$ cat config.mk
export PLATFORM = sky130hd
export DESIGN_NAME = pps_port_ctrl
export DESIGN_NICKNAME = d
export VERILOG_FILES = /design/src/verilog/pps_pkg.sv /design/src/verilog/pps_port_ctrl.sv
export SDC_FILE = /design/constraint.sdc
export NUM_CORES = 1
export LEC_CHECK = 0
export BUFFER_PORTS_ARGS = -buffer_cell sky130_fd_sc_hd__buf_4
export CORE_MARGIN = 2
export CORE_UTILIZATION = 50
export CTS_CLUSTER_DIAMETER = 80
export CTS_CLUSTER_SIZE = 20
export DETAILED_ROUTE_END_ITERATION = 10
export PLACE_DENSITY = 0.78
export SYNTH_ARGS = -nofsm -noshare
export SYNTH_HDL_FRONTEND = slang
export SYNTH_SLANG_ARGS = --single-unit
$ cat constraint.sdc
create_clock -name clk -period 1.8 [get_ports clk]
set_clock_uncertainty 0.2 [all_clocks]
set_input_delay 0.09 -clock clk [delete_from_list [all_inputs] [get_ports clk]]
set_output_delay 0.09 -clock clk [all_outputs]
set_load 0.02 [all_outputs]
$ cat src/verilog/pps_pkg.sv
// Package for the port pin mode and select block
// Notes on behaviour
// - Each pin has a two-bit mode; port2 pins 0,1 use misc control bits 1:0, 3:2.
// - Port0 modes: pins 0-3 in low register, 4-7 in high, higher pin higher bits.
// - Port1 modes: pins 0-3 in low register, 4-7 in high, two bits each.
// - Port3 modes: pins 0-3 in low register, 4-7 in high, two bits each.
// - Only port2 data bits 1 and 0 exist; they drive and report pins 1 and 0.
// - Serial select 0: transmit on port3 pin1, receive port3 pin0; 1: port1 pin6, port0 pin2.
// - With serial select 1 the transmit and receive pins act open-drain.
// - Timer2 wave enable puts overflow divided by 2 on port1 pin 0.
// - Timer1 wave enable puts overflow divided by 2 on port3 pin 5.
// - Timer0 wave enable puts overflow divided by 64 on port3 pin 4.
// - LCD bias bits 0-3 turn port1 pins 2-5 into half-bias outputs.
// - Bandgap enable routes the reference to port3 pin 2.
// - Modes 0 and 1 pull low on data 0, float on 1; mode 0 adds pull-up.
// - Mode 2 drives push-pull following the data bit.
// - Mode 3 is high impedance with the digital input buffer off.
// - Read-modify-write reads of a port return the latch, not the pins.
package pps_pkg;
    // Register addresses in the special function space
    localparam logic [7:0] ADDR_PORT0 = 8'h80;
    localparam logic [7:0] ADDR_PORT1 = 8'h90;
    localparam logic [7:0] ADDR_P0_MODE_LOW = 8'h91;
    localparam logic [7:0] ADDR_P0_MODE_HIGH = 8'h92;
    localparam logic [7:0] ADDR_MISC_PIN = 8'h93;
    localparam logic [7:0] ADDR_PORT2 = 8'ha0;
    localparam logic [7:0] ADDR_P1_MODE_LOW = 8'ha2;
    localparam logic [7:0] ADDR_P1_MODE_HIGH = 8'ha3;
    localparam logic [7:0] ADDR_P3_MODE_LOW = 8'ha4;
    localparam logic [7:0] ADDR_P3_MODE_HIGH = 8'ha5;
    localparam logic [7:0] ADDR_LCD_BIAS = 8'haf;
    localparam logic [7:0] ADDR_PORT3 = 8'hb0;
    localparam logic [7:0] ADDR_AUX_TWO = 8'hf7;
    // Field positions
    localparam int SERIAL_SEL_BIT = 7;
    localparam int T2_OE_BIT = 6;
    localparam int T1_OE_BIT = 5;
    localparam int T0_OE_BIT = 4;
    localparam int P2_PIN1_MODE_LSB = 2;
    localparam int P2_PIN0_MODE_LSB = 0;
    localparam int BANDGAP_BIT = 4;
    localparam int LCD_BIAS_W = 4;
    localparam int P2_DATA_W = 2;
    // Reset values
    localparam logic [7:0] DATA_RST = 8'hff;
    localparam logic [7:0] MODE_RST = 8'h55;
    localparam logic [7:0] MISC_PIN_RST = 8'h05;
    localparam logic [7:0] AUX_TWO_RST = 8'h06;
    // Timer0 wave divides overflow by 64: a six-bit count
    localparam int T0_DIV_W = 6;
    // Pin layout: port n pin b sits at index 8*n+b
    localparam int NPINS = 32;
    localparam int PIN_P0_2 = 2;
    localparam int PIN_P1_0 = 8;
    localparam int PIN_P1_2 = 10;
    localparam int PIN_P1_6 = 14;
    localparam int PIN_P3_0 = 24;
    localparam int PIN_P3_1 = 25;
    localparam int PIN_P3_2 = 26;
    localparam int PIN_P3_4 = 28;
    localparam int PIN_P3_5 = 29;

    typedef enum logic [1:0] {
        OPEN_DRAIN_PULLUP_MODE,
        OPEN_DRAIN_MODE,
        PUSH_PULL_MODE,
        ANALOG_MODE
    } pps_mode_e;

    // Drive controls of one pad
    typedef struct packed {
        logic oe;
        logic out;
        logic pu;
        logic ie;
        logic ana;
    } pps_pin_s;

    // Register bus request from the core
    typedef struct packed {
        logic [7:0] addr;
        logic wr;
        logic rd;
        logic rmw;
        logic [7:0] wdata;
    } pps_sfr_s;
endpackage

$ cat src/verilog/pps_port_ctrl.sv
// Port data latches, pin modes and alternate function routing
`timescale 1ns/1ps
`default_nettype none
module pps_port_ctrl (
    input wire logic clk,
    input wire logic rst,
    input wire logic ce,
    input wire pps_pkg::pps_sfr_s sfr,
    output logic [7:0] sfr_rdata_ff,
    input wire logic [pps_pkg::NPINS-1:0] pad_in,
    output pps_pkg::pps_pin_s [pps_pkg::NPINS-1:0] pad_ctl_ff,
    input wire logic uart_tx,
    output logic uart_rx_ff,
    input wire logic t0_ovf,
    input wire logic t1_ovf,
    input wire logic t2_ovf,
    output logic [pps_pkg::LCD_BIAS_W-1:0] lcd_bias_ff,
    output logic bandgap_ff
);
    import pps_pkg::*;

    ////////////////////////////////////////////////////////////////
    // Register state
    logic [7:0] data_ff [4];
    logic [7:0] mode_ff [6];
    logic [7:0] misc_ff;
    logic [7:0] aux_ff;
    logic [7:0] nxt_data [4];
    logic [7:0] nxt_mode [6];
    logic [7:0] nxt_misc;
    logic [7:0] nxt_aux;
    logic [LCD_BIAS_W-1:0] nxt_lcd;
    logic [7:0] nxt_rdata;
    logic [NPINS-1:0] sync1_ff;
    logic [NPINS-1:0] sync2_ff;
    logic [T0_DIV_W-1:0] t0_cnt_ff;
    logic [T0_DIV_W-1:0] nxt_t0_cnt;
    logic t1_wave_ff;
    logic t2_wave_ff;
    logic nxt_t1_wave;
    logic nxt_t2_wave;
    pps_pin_s [NPINS-1:0] nxt_pad;
    logic nxt_rx;
    logic [NPINS-1:0] pin_lvl;
    logic [31:0] lat_flat;

    // Mode field of a pin from the mode registers
    function automatic pps_mode_e mode_of(input int idx);
        int b;
        logic [1:0] m;
        b = idx % 8;
        m = 2'h1;
        unique case (idx / 8)
            0: m = mode_ff[b / 4][2 * (b % 4) +: 2];
            1: m = mode_ff[2 + b / 4][2 * (b % 4) +: 2];
            2: begin
                if (b == 0) begin
                    m = misc_ff[P2_PIN0_MODE_LSB +: 2];
                end else if (b == 1) begin
                    m = misc_ff[P2_PIN1_MODE_LSB +: 2];
                end else begin
                    m = 2'h3;
                end
            end
            3: m = mode_ff[4 + b / 4][2 * (b % 4) +: 2];
            default: m = 2'h1;
        endcase
        return pps_mode_e'(m);
    endfunction

    assign lat_flat = {data_ff[3], data_ff[2], data_ff[1], data_ff[0]};
    // Pin levels, zero where the input buffer is off
    always_comb begin
        for (int i = 0; i < NPINS; i++) begin
            pin_lvl[i] = sync2_ff[i] & pad_ctl_ff[i].ie;
        end
    end

    ////////////////////////////////////////////////////////////////
    // Register writes and reads
    always_comb begin
        nxt_data = data_ff;
        nxt_mode = mode_ff;
        nxt_misc = misc_ff;
        nxt_aux = aux_ff;
        nxt_lcd = lcd_bias_ff;
        nxt_rdata = sfr_rdata_ff;
        if (sfr.wr) begin
            unique case (sfr.addr)
                ADDR_PORT0: nxt_data[0] = sfr.wdata;
                ADDR_PORT1: nxt_data[1] = sfr.wdata;
                ADDR_PORT2: nxt_data[2] = {6'h3f, sfr.wdata[P2_DATA_W-1:0]};
                ADDR_PORT3: nxt_data[3] = sfr.wdata;
                ADDR_P0_MODE_LOW: nxt_mode[0] = sfr.wdata;
                ADDR_P0_MODE_HIGH: nxt_mode[1] = sfr.wdata;
                ADDR_P1_MODE_LOW: nxt_mode[2] = sfr.wdata;
                ADDR_P1_MODE_HIGH: nxt_mode[3] = sfr.wdata;
                ADDR_P3_MODE_LOW: nxt_mode[4] = sfr.wdata;
                ADDR_P3_MODE_HIGH: nxt_mode[5] = sfr.wdata;
                ADDR_MISC_PIN: nxt_misc = sfr.wdata;
                ADDR_LCD_BIAS: nxt_lcd = sfr.wdata[LCD_BIAS_W-1:0];
                ADDR_AUX_TWO: nxt_aux = sfr.wdata;
                default: nxt_rdata = sfr_rdata_ff;
            endcase
        end
        if (sfr.rd) begin
            unique case (sfr.addr)
                ADDR_PORT0: nxt_rdata = sfr.rmw ? data_ff[0] : pin_lvl[7:0];
                ADDR_PORT1: nxt_rdata = sfr.rmw ? data_ff[1] : pin_lvl[15:8];
                ADDR_PORT2: nxt_rdata = {6'h00, sfr.rmw ? data_ff[2][1:0] : pin_lvl[17:16]};
                ADDR_PORT3: nxt_rdata = sfr.rmw ? data_ff[3] : pin_lvl[31:24];
                ADDR_P0_MODE_LOW: nxt_rdata = mode_ff[0];
                ADDR_P0_MODE_HIGH: nxt_rdata = mode_ff[1];
                ADDR_P1_MODE_LOW: nxt_rdata = mode_ff[2];
                ADDR_P1_MODE_HIGH: nxt_rdata = mode_ff[3];
                ADDR_P3_MODE_LOW: nxt_rdata = mode_ff[4];
                ADDR_P3_MODE_HIGH: nxt_rdata = mode_ff[5];
                ADDR_MISC_PIN: nxt_rdata = misc_ff;
                ADDR_LCD_BIAS: nxt_rdata = {4'h0, lcd_bias_ff};
                ADDR_AUX_TWO: nxt_rdata = aux_ff;
                default: nxt_rdata = 8'h00;
            endcase
        end
    end

    // Register bank; reset wins over the clock enable
    always_ff @(posedge clk) begin
        if (rst) begin
            // ones in latches, 01 in modes
            for (int i = 0; i < 4; i++) begin
                data_ff[i] <= DATA_RST;
            end
            for (int i = 0; i < 6; i++) begin
                mode_ff[i] <= MODE_RST;
            end
            // Serial select and wave enables start clear, port2 fields at 01
            misc_ff <= MISC_PIN_RST;
            aux_ff <= AUX_TWO_RST;
            lcd_bias_ff <= '0;
            sfr_rdata_ff <= 8'h00;
        end else if (ce) begin
            data_ff <= nxt_data;
            mode_ff <= nxt_mode;
            misc_ff <= nxt_misc;
            aux_ff <= nxt_aux;
            lcd_bias_ff <= nxt_lcd;
            sfr_rdata_ff <= nxt_rdata;
        end
    end

    ////////////////////////////////////////////////////////////////
    // Timer waveform dividers
    always_comb begin
        nxt_t0_cnt = t0_ovf ? t0_cnt_ff + 6'h01 : t0_cnt_ff;
        nxt_t1_wave = t1_wave_ff ^ t1_ovf;
        nxt_t2_wave = t2_wave_ff ^ t2_ovf;
    end

    always_ff @(posedge clk) begin
        if (rst) begin
            t0_cnt_ff <= '0;
            t1_wave_ff <= 1'b0;
            t2_wave_ff <= 1'b0;
        end else if (ce) begin
            t0_cnt_ff <= nxt_t0_cnt;
            t1_wave_ff <= nxt_t1_wave;
            t2_wave_ff <= nxt_t2_wave;
        end
    end

    ////////////////////////////////////////////////////////////////
    // Pad drive; timer waves override the latch value, transmit is ANDed with it, LCD bias and bandgap force analog
    always_comb begin
        logic d;
        logic od;
        logic an;
        pps_mode_e m;
        d = 1'b0;
        od = 1'b0;
        an = 1'b0;
        m = OPEN_DRAIN_MODE;
        for (int i = 0; i < NPINS; i++) begin
            m = mode_of(i);
            d = lat_flat[i];
            od = 1'b0;
            an = 1'b0;
            if (!misc_ff[SERIAL_SEL_BIT] && i == PIN_P3_1) begin
                d = d & uart_tx;
            end
            if (misc_ff[SERIAL_SEL_BIT] && i == PIN_P1_6) begin
                d = d & uart_tx;
            end
            if (misc_ff[SERIAL_SEL_BIT] && (i == PIN_P1_6 || i == PIN_P0_2)) begin
                od = 1'b1;
            end
            if (misc_ff[T2_OE_BIT] && i == PIN_P1_0) begin
                d = t2_wave_ff;
            end
            if (misc_ff[T1_OE_BIT] && i == PIN_P3_5) begin
                d = t1_wave_ff;
            end
            if (misc_ff[T0_OE_BIT] && i == PIN_P3_4) begin
                d = t0_cnt_ff[T0_DIV_W-1];
            end
            if (i >= PIN_P1_2 && i < PIN_P1_2 + LCD_BIAS_W) begin
                an = lcd_bias_ff[i - PIN_P1_2];
            end
            if (aux_ff[BANDGAP_BIT] && i == PIN_P3_2) begin
                an = 1'b1;
            end
            nxt_pad[i] = '0;
            if (an) begin
                nxt_pad[i].ana = 1'b1;
            end else if (m == PUSH_PULL_MODE && !od) begin
                nxt_pad[i].oe = 1'b1;
                nxt_pad[i].out = d;
                nxt_pad[i].ie = 1'b1;
            end else if (m == ANALOG_MODE) begin
                nxt_pad[i].ana = 1'b1;
            end else begin
                // open drain, pull-up in mode 0
                nxt_pad[i].oe = !d;
                nxt_pad[i].ie = 1'b1;
                nxt_pad[i].pu = d && (m == OPEN_DRAIN_PULLUP_MODE);
            end
        end
        // receive source; pin reads as given by its buffer
        nxt_rx = misc_ff[SERIAL_SEL_BIT] ? pin_lvl[PIN_P0_2] : pin_lvl[PIN_P3_0];
    end

    // Pad flops and two-stage input synchroniser
    always_ff @(posedge clk) begin
        if (rst) begin
            pad_ctl_ff <= '0;
            uart_rx_ff <= 1'b1;
            bandgap_ff <= 1'b0;
            sync1_ff <= '0;
            sync2_ff <= '0;
        end else if (ce) begin
            pad_ctl_ff <= nxt_pad;
            uart_rx_ff <= nxt_rx;
            bandgap_ff <= aux_ff[BANDGAP_BIT];
            sync1_ff <= pad_in;
            sync2_ff <= sync1_ff;
        end
    end
endmodule
`default_nettype wire

==> results.txt <==
----------------------------------------------------
[Status]
  Result of the run ... complete, but fails checks
  Failing checks ... negative hold slack, negative setup slack

[Power]
  Combinational power share ... 0.107
  Switching fraction of total power ... 0.252
  Portion of total power attributed to the clock network ... 0.343
  Part of the total power dissipated in sequential elements ... 0.550
  Switching power ... approximately 3.1 mW
  Leakage Power ... 6.73 nW
  Worst ir drop on vdd ... between 0.6 and 0.7 mV
  Pwr Density ... 745 nW/um^2
  Cell internal power dissipation ... 9.17 mW

[GRT]
  Antenna violations before repair ... 0
  Gr usage total ... 0.324
  Pin count of the biggest net entering global routing ... 68
  Global-route wire length before repair ... 65.8 mm
  Total gr overflow ... 0
  Via count of the first global-routing pass ... 11.3k

[STA]
  Slew at the pin closest to its max-slew limit ... ~570 ps
  Total count of max-transition violations in the final report ... 0
  Setup TNS ... -4.68 ps
  Maximum clock rate ... 554 MHz
  Setup violations, final ... 1
  Final Worst Setup Slack ... -4.68 ps
  Portion of the clock cycle consumed by the worst path in the final layout ... 1.00
  Hold slack ... -5.20 ps
  Hold Fails Final Rpt ... 2
  Shortest clock period the worst path allows after layout ... 1800 ps
  Worst slew margin ... 0.618
  RSZ-0062 raised after global routing ... true

[Critical path]
  Setup CP Type ... reg -> reg
  Cell Chain, Critical Path ... nand2_1 > o21ai_0 > mux4_2 > nand2_1 > a221oi_2
  Cell with the largest stage delay on the worst path ... sky130_fd_sc_hd__o21ai_0
  Buf+Inv Stages, Crit Path ... 0
  R2R depth ... 5
  Worst endpoint data arrival time ... 2050 ps
  Source of the worst register-to-register timing path ... pad_ctl_ff[46]
  Library cell appearing most often on the critical path ... sky130_fd_sc_hd__nand2_1
  Category of cells accounting for the largest share of critical-path delay ... compound AO/OA/AOI/OAI gates
  CP peak stage delay ... 460 ps
  First element of the critical path ... pad_ctl_ff[46]
  Highest net fanout along the worst path ... 2
  CP startpoint kind ... register
  Endpoint of the worst-slack reg-to-reg timing path ... sfr_rdata_ff[1]
  Setup slack on the worst flop-to-flop path ... -5 ps
  Crit path required time ... 2050 ps
  Crit path capture type ... register

[Logic synthesis]
  Fraction of synthesis flops using an asynchronous set or reset pin ... 0
  Sequential element share of the synthesized area ... 0.468
  Mapped Area ... 12,600 sq um
  Count of different cell masters after synthesis ... 65
  Most frequently used cell type in the post-synthesis netlist ... sky130_fd_sc_hd__dfxtp_1
  Number of warnings printed during yosys synthesis ... 0
  Flip-flop and latch count after synthesis ... 295
  Number of standard cells after synthesis ... 1,412
  Average cell area after synthesis ... 8.94 sq um
  Top cell type by total area after synthesis ... sky130_fd_sc_hd__dfxtp_1
  Commonest cells post-synth ... sky130_fd_sc_hd__dfxtp_1, sky130_fd_sc_hd__nor2_1, sky130_fd_sc_hd__nand2_1
  Number of flops mapped to enable cells by yosys ... 0
  Ys flop type ... sky130_fd_sc_hd__dfxtp_1
  Area contributors post-synth ... sky130_fd_sc_hd__dfxtp_1, sky130_fd_sc_hd__mux2i_1, sky130_fd_sc_hd__nor2_1
  Portion of synthesized cell area occupied by the leading cell type ... 0.468

[Placement]
  HPWL after detailed placement ... 31.4 mm
  Last weighted congestion value of the routability-driven placer ... about 1.0
  Placed Instances ... 1,975
  IO Port Bufs ... 201

[Floorplanning]
  Die Footprint ... 26,500 sq um
  Die X ... 163 um
  Initial Utilization ... 0.506
  Die Ht ... 163 um
  Number of ports placed on the die boundary ... 232
  Core Footprint ... 25,000 sq um
  Core Rows ... 58

[Cells and area]
  Synthesis-to-layout area growth ... 30.5%
  Antenna diodes ... 0
  Final instance count without filler cells ... 2,060
  Fill cell total of the finished layout ... roughly 2.1k
  Final nets ... 1,787
  Layout cells sized above 1 ... 0.235

[Flow run]
  Max_cap viols ... 0

[Worst hold path]
  Endpoint, Worst Hold ... sync1_ff[29]
  Worst Hold Path Cells ... 4
  Type of the worst min-delay path ... in -> reg
  Worst min-delay path startpoint ... ce

[CTS]
  Clock slew at the register clock pins of the worst setup and hold paths ... around 90 ps
  Clock buffer count from CTS ... 19
  Maximum clock path buffer count ... 3
  Post-CTS setup buffers ... 0
  Maximum level of the CTS H-tree ... 1
  CTS tree ... yes
  Master cell of the clock root buffer ... sky130_fd_sc_hd__clkbuf_16
  Worst-skew pair later-pin latency ... 530 ps
  Clock sink total ... 295

[Detailed routing]
  Number of antenna-violating nets in the routed design ... 0
  Total routed wirelength ... 44.2 mm
  Drc violations ... 0
  Initial DRC count ... 1,255
  Count of TritonRoute iterations in the first routing pass ... 5
  Count of vias placed by the detailed router ... 12.0k
  DR vias/cell ... just under 6
  Drt wl/cell ... 21.5 um

----------------------------------------------------
## how the worst max path moves through the flow
stage,to,slack (ps),cells past startpoint
after floorplan,sfr_rdata_ff[0],9,6
after global placement,sfr_rdata_ff[5],-180,7
after detailed placement,sfr_rdata_ff[5],-200,8
after CTS,sfr_rdata_ff[0],10,6
after global routing,sfr_rdata_ff[2],-5,5
final,sfr_rdata_ff[1],-5,5
## power by group through the flow
stage	Combinational (mW)	Clock [mW]	Sequential (mW)
finish	1.31	4.20	6.75
global route	1.39	4.46	6.76
CTS	1.29	4.27	6.75
detailed placement	1.16	0	6.90
global placement	1.15	0	6.90
floorplan	0.625	0	6.92
## cell usage in the layout (no fill, tap or decap), types with 4 or more instances in the layout
cell type                       synthesis  layout
sky130_fd_sc_hd__nor4bb_1               7       7
sky130_fd_sc_hd__inv_1                 12      12
sky130_fd_sc_hd__nand4_1                6       6
sky130_fd_sc_hd__and4_1                 6       6
sky130_fd_sc_hd__a32oi_1                9       9
sky130_fd_sc_hd__a311oi_1              21      21
sky130_fd_sc_hd__dfxtp_1              295     294
sky130_fd_sc_hd__and3_1                 5       5
sky130_fd_sc_hd__nand3_1               35      35
sky130_fd_sc_hd__nor3_1                 6       6
sky130_fd_sc_hd__dlygate4sd3_1          0      60
sky130_fd_sc_hd__a211o_1               45      45
sky130_fd_sc_hd__nand2b_1               5       5
sky130_fd_sc_hd__mux2i_1               95      95
sky130_fd_sc_hd__nand4b_1              22      22
sky130_fd_sc_hd__a22oi_1               10      10
sky130_fd_sc_hd__clkbuf_16              0      19
sky130_fd_sc_hd__o21ai_0               21      18
sky130_fd_sc_hd__xor2_1                 6       6
sky130_fd_sc_hd__buf_12                 0      17
sky130_fd_sc_hd__nand2_1              130     130
sky130_fd_sc_hd__a211oi_1              25      25
sky130_fd_sc_hd__nand3b_1              29      29
sky130_fd_sc_hd__nor2b_1               47      47
sky130_fd_sc_hd__o211a_1                4       4
sky130_fd_sc_hd__conb_1                 1      24
sky130_fd_sc_hd__buf_4                 29     334
sky130_fd_sc_hd__a222oi_1               4       4
sky130_fd_sc_hd__mux2_2                 9       9
sky130_fd_sc_hd__a221oi_2               6       6
sky130_fd_sc_hd__a21oi_1              121     121
sky130_fd_sc_hd__and2_1                 7       7
sky130_fd_sc_hd__nor2_1               214     214
sky130_fd_sc_hd__nor4b_1               20      20
## worst reg2reg max path: cells and delay by family, from the launching register on
family | cells | cell delay, ps
simple gates | 2 | 140
mux | 1 | 360
compound gates | 2 | 680
flops | 1 | 370
## sequential cells by signal, summed over array words and instances (netlist names)
signal and count:
t2_wave_ff 1, t0_cnt_ff 6, data_ff 26, aux_ff 8, lcd_bias_ff 4, sync1_ff 26
uart_rx_ff 1, sfr_rdata_ff 8, misc_ff 8, mode_ff 48, pad_ctl_ff 131, sync2_ff 26
bandgap_ff 1, t1_wave_ff 1
## kinds of logic after synthesis
kind of cell / after synthesis / share of synthesized area
and+or+nand+nor: 560 / 0.226
DFF: 295 / 0.468
AOI/OAI and AO/OA: 287 / 0.157
buffers and inverters: 155 / 0.0565
muxes: 106 / 0.0869
xor gates and xnor gates: 7 / 0.00485
adders and majority gates: 1 / 0.000991
other: 1 / 0.000297
## per-stage QoR
stage	instance area, sq um	total power, mW	util	hold slack [ps]	worst slack [ps]
finish	16500	12.3	0.660	-5.20	-4.68
global route	16500	12.6	0.660	18.6	-5.18
CTS	16500	12.3	0.660	1.86	13.3
detailed placement	15300	8.07	0.614	132	-195
global placement	15300	8.05	0.614	125	-185
floorplan	12700	7.55	-	7.86	8.68
## final cells by class
cell class	instances	area (sq um)	share of cell area
Timing Repair Buffer	414	3490	0.212
Multi-Input combinational cell	985	6100	0.370
Inverter	13	51.3	0.00311
Tap cell	330	413	0.0251
Sequential cell	295	5910	0.359
Clock buffer	20	489	0.0297
Clock inverter	3	33.8	0.00205
## per-layer routing
layer | vias to the layer above | wire, um | GRT usage
met4 | 0 | 1690 | 0.116
met1 | 5812 | 18100 | 0.428
met5 | - | 0 | 0
met2 | 565 | 21100 | 0.552
met3 | 83 | 3310 | 0.0349
li1 | 5565 | - | -
## what timing repair did
item / 4_1_cts / 5_1_grt
pin swaps: 0 / 4
hold endpoints to repair: 211 / 0
resized for setup: 2 / 3
hold buffers: 63 / 0
setup endpoints to repair: 1 / 5
gates cloned: 0 / 0
No activity file was read; power rests on OpenSTA's default activity.
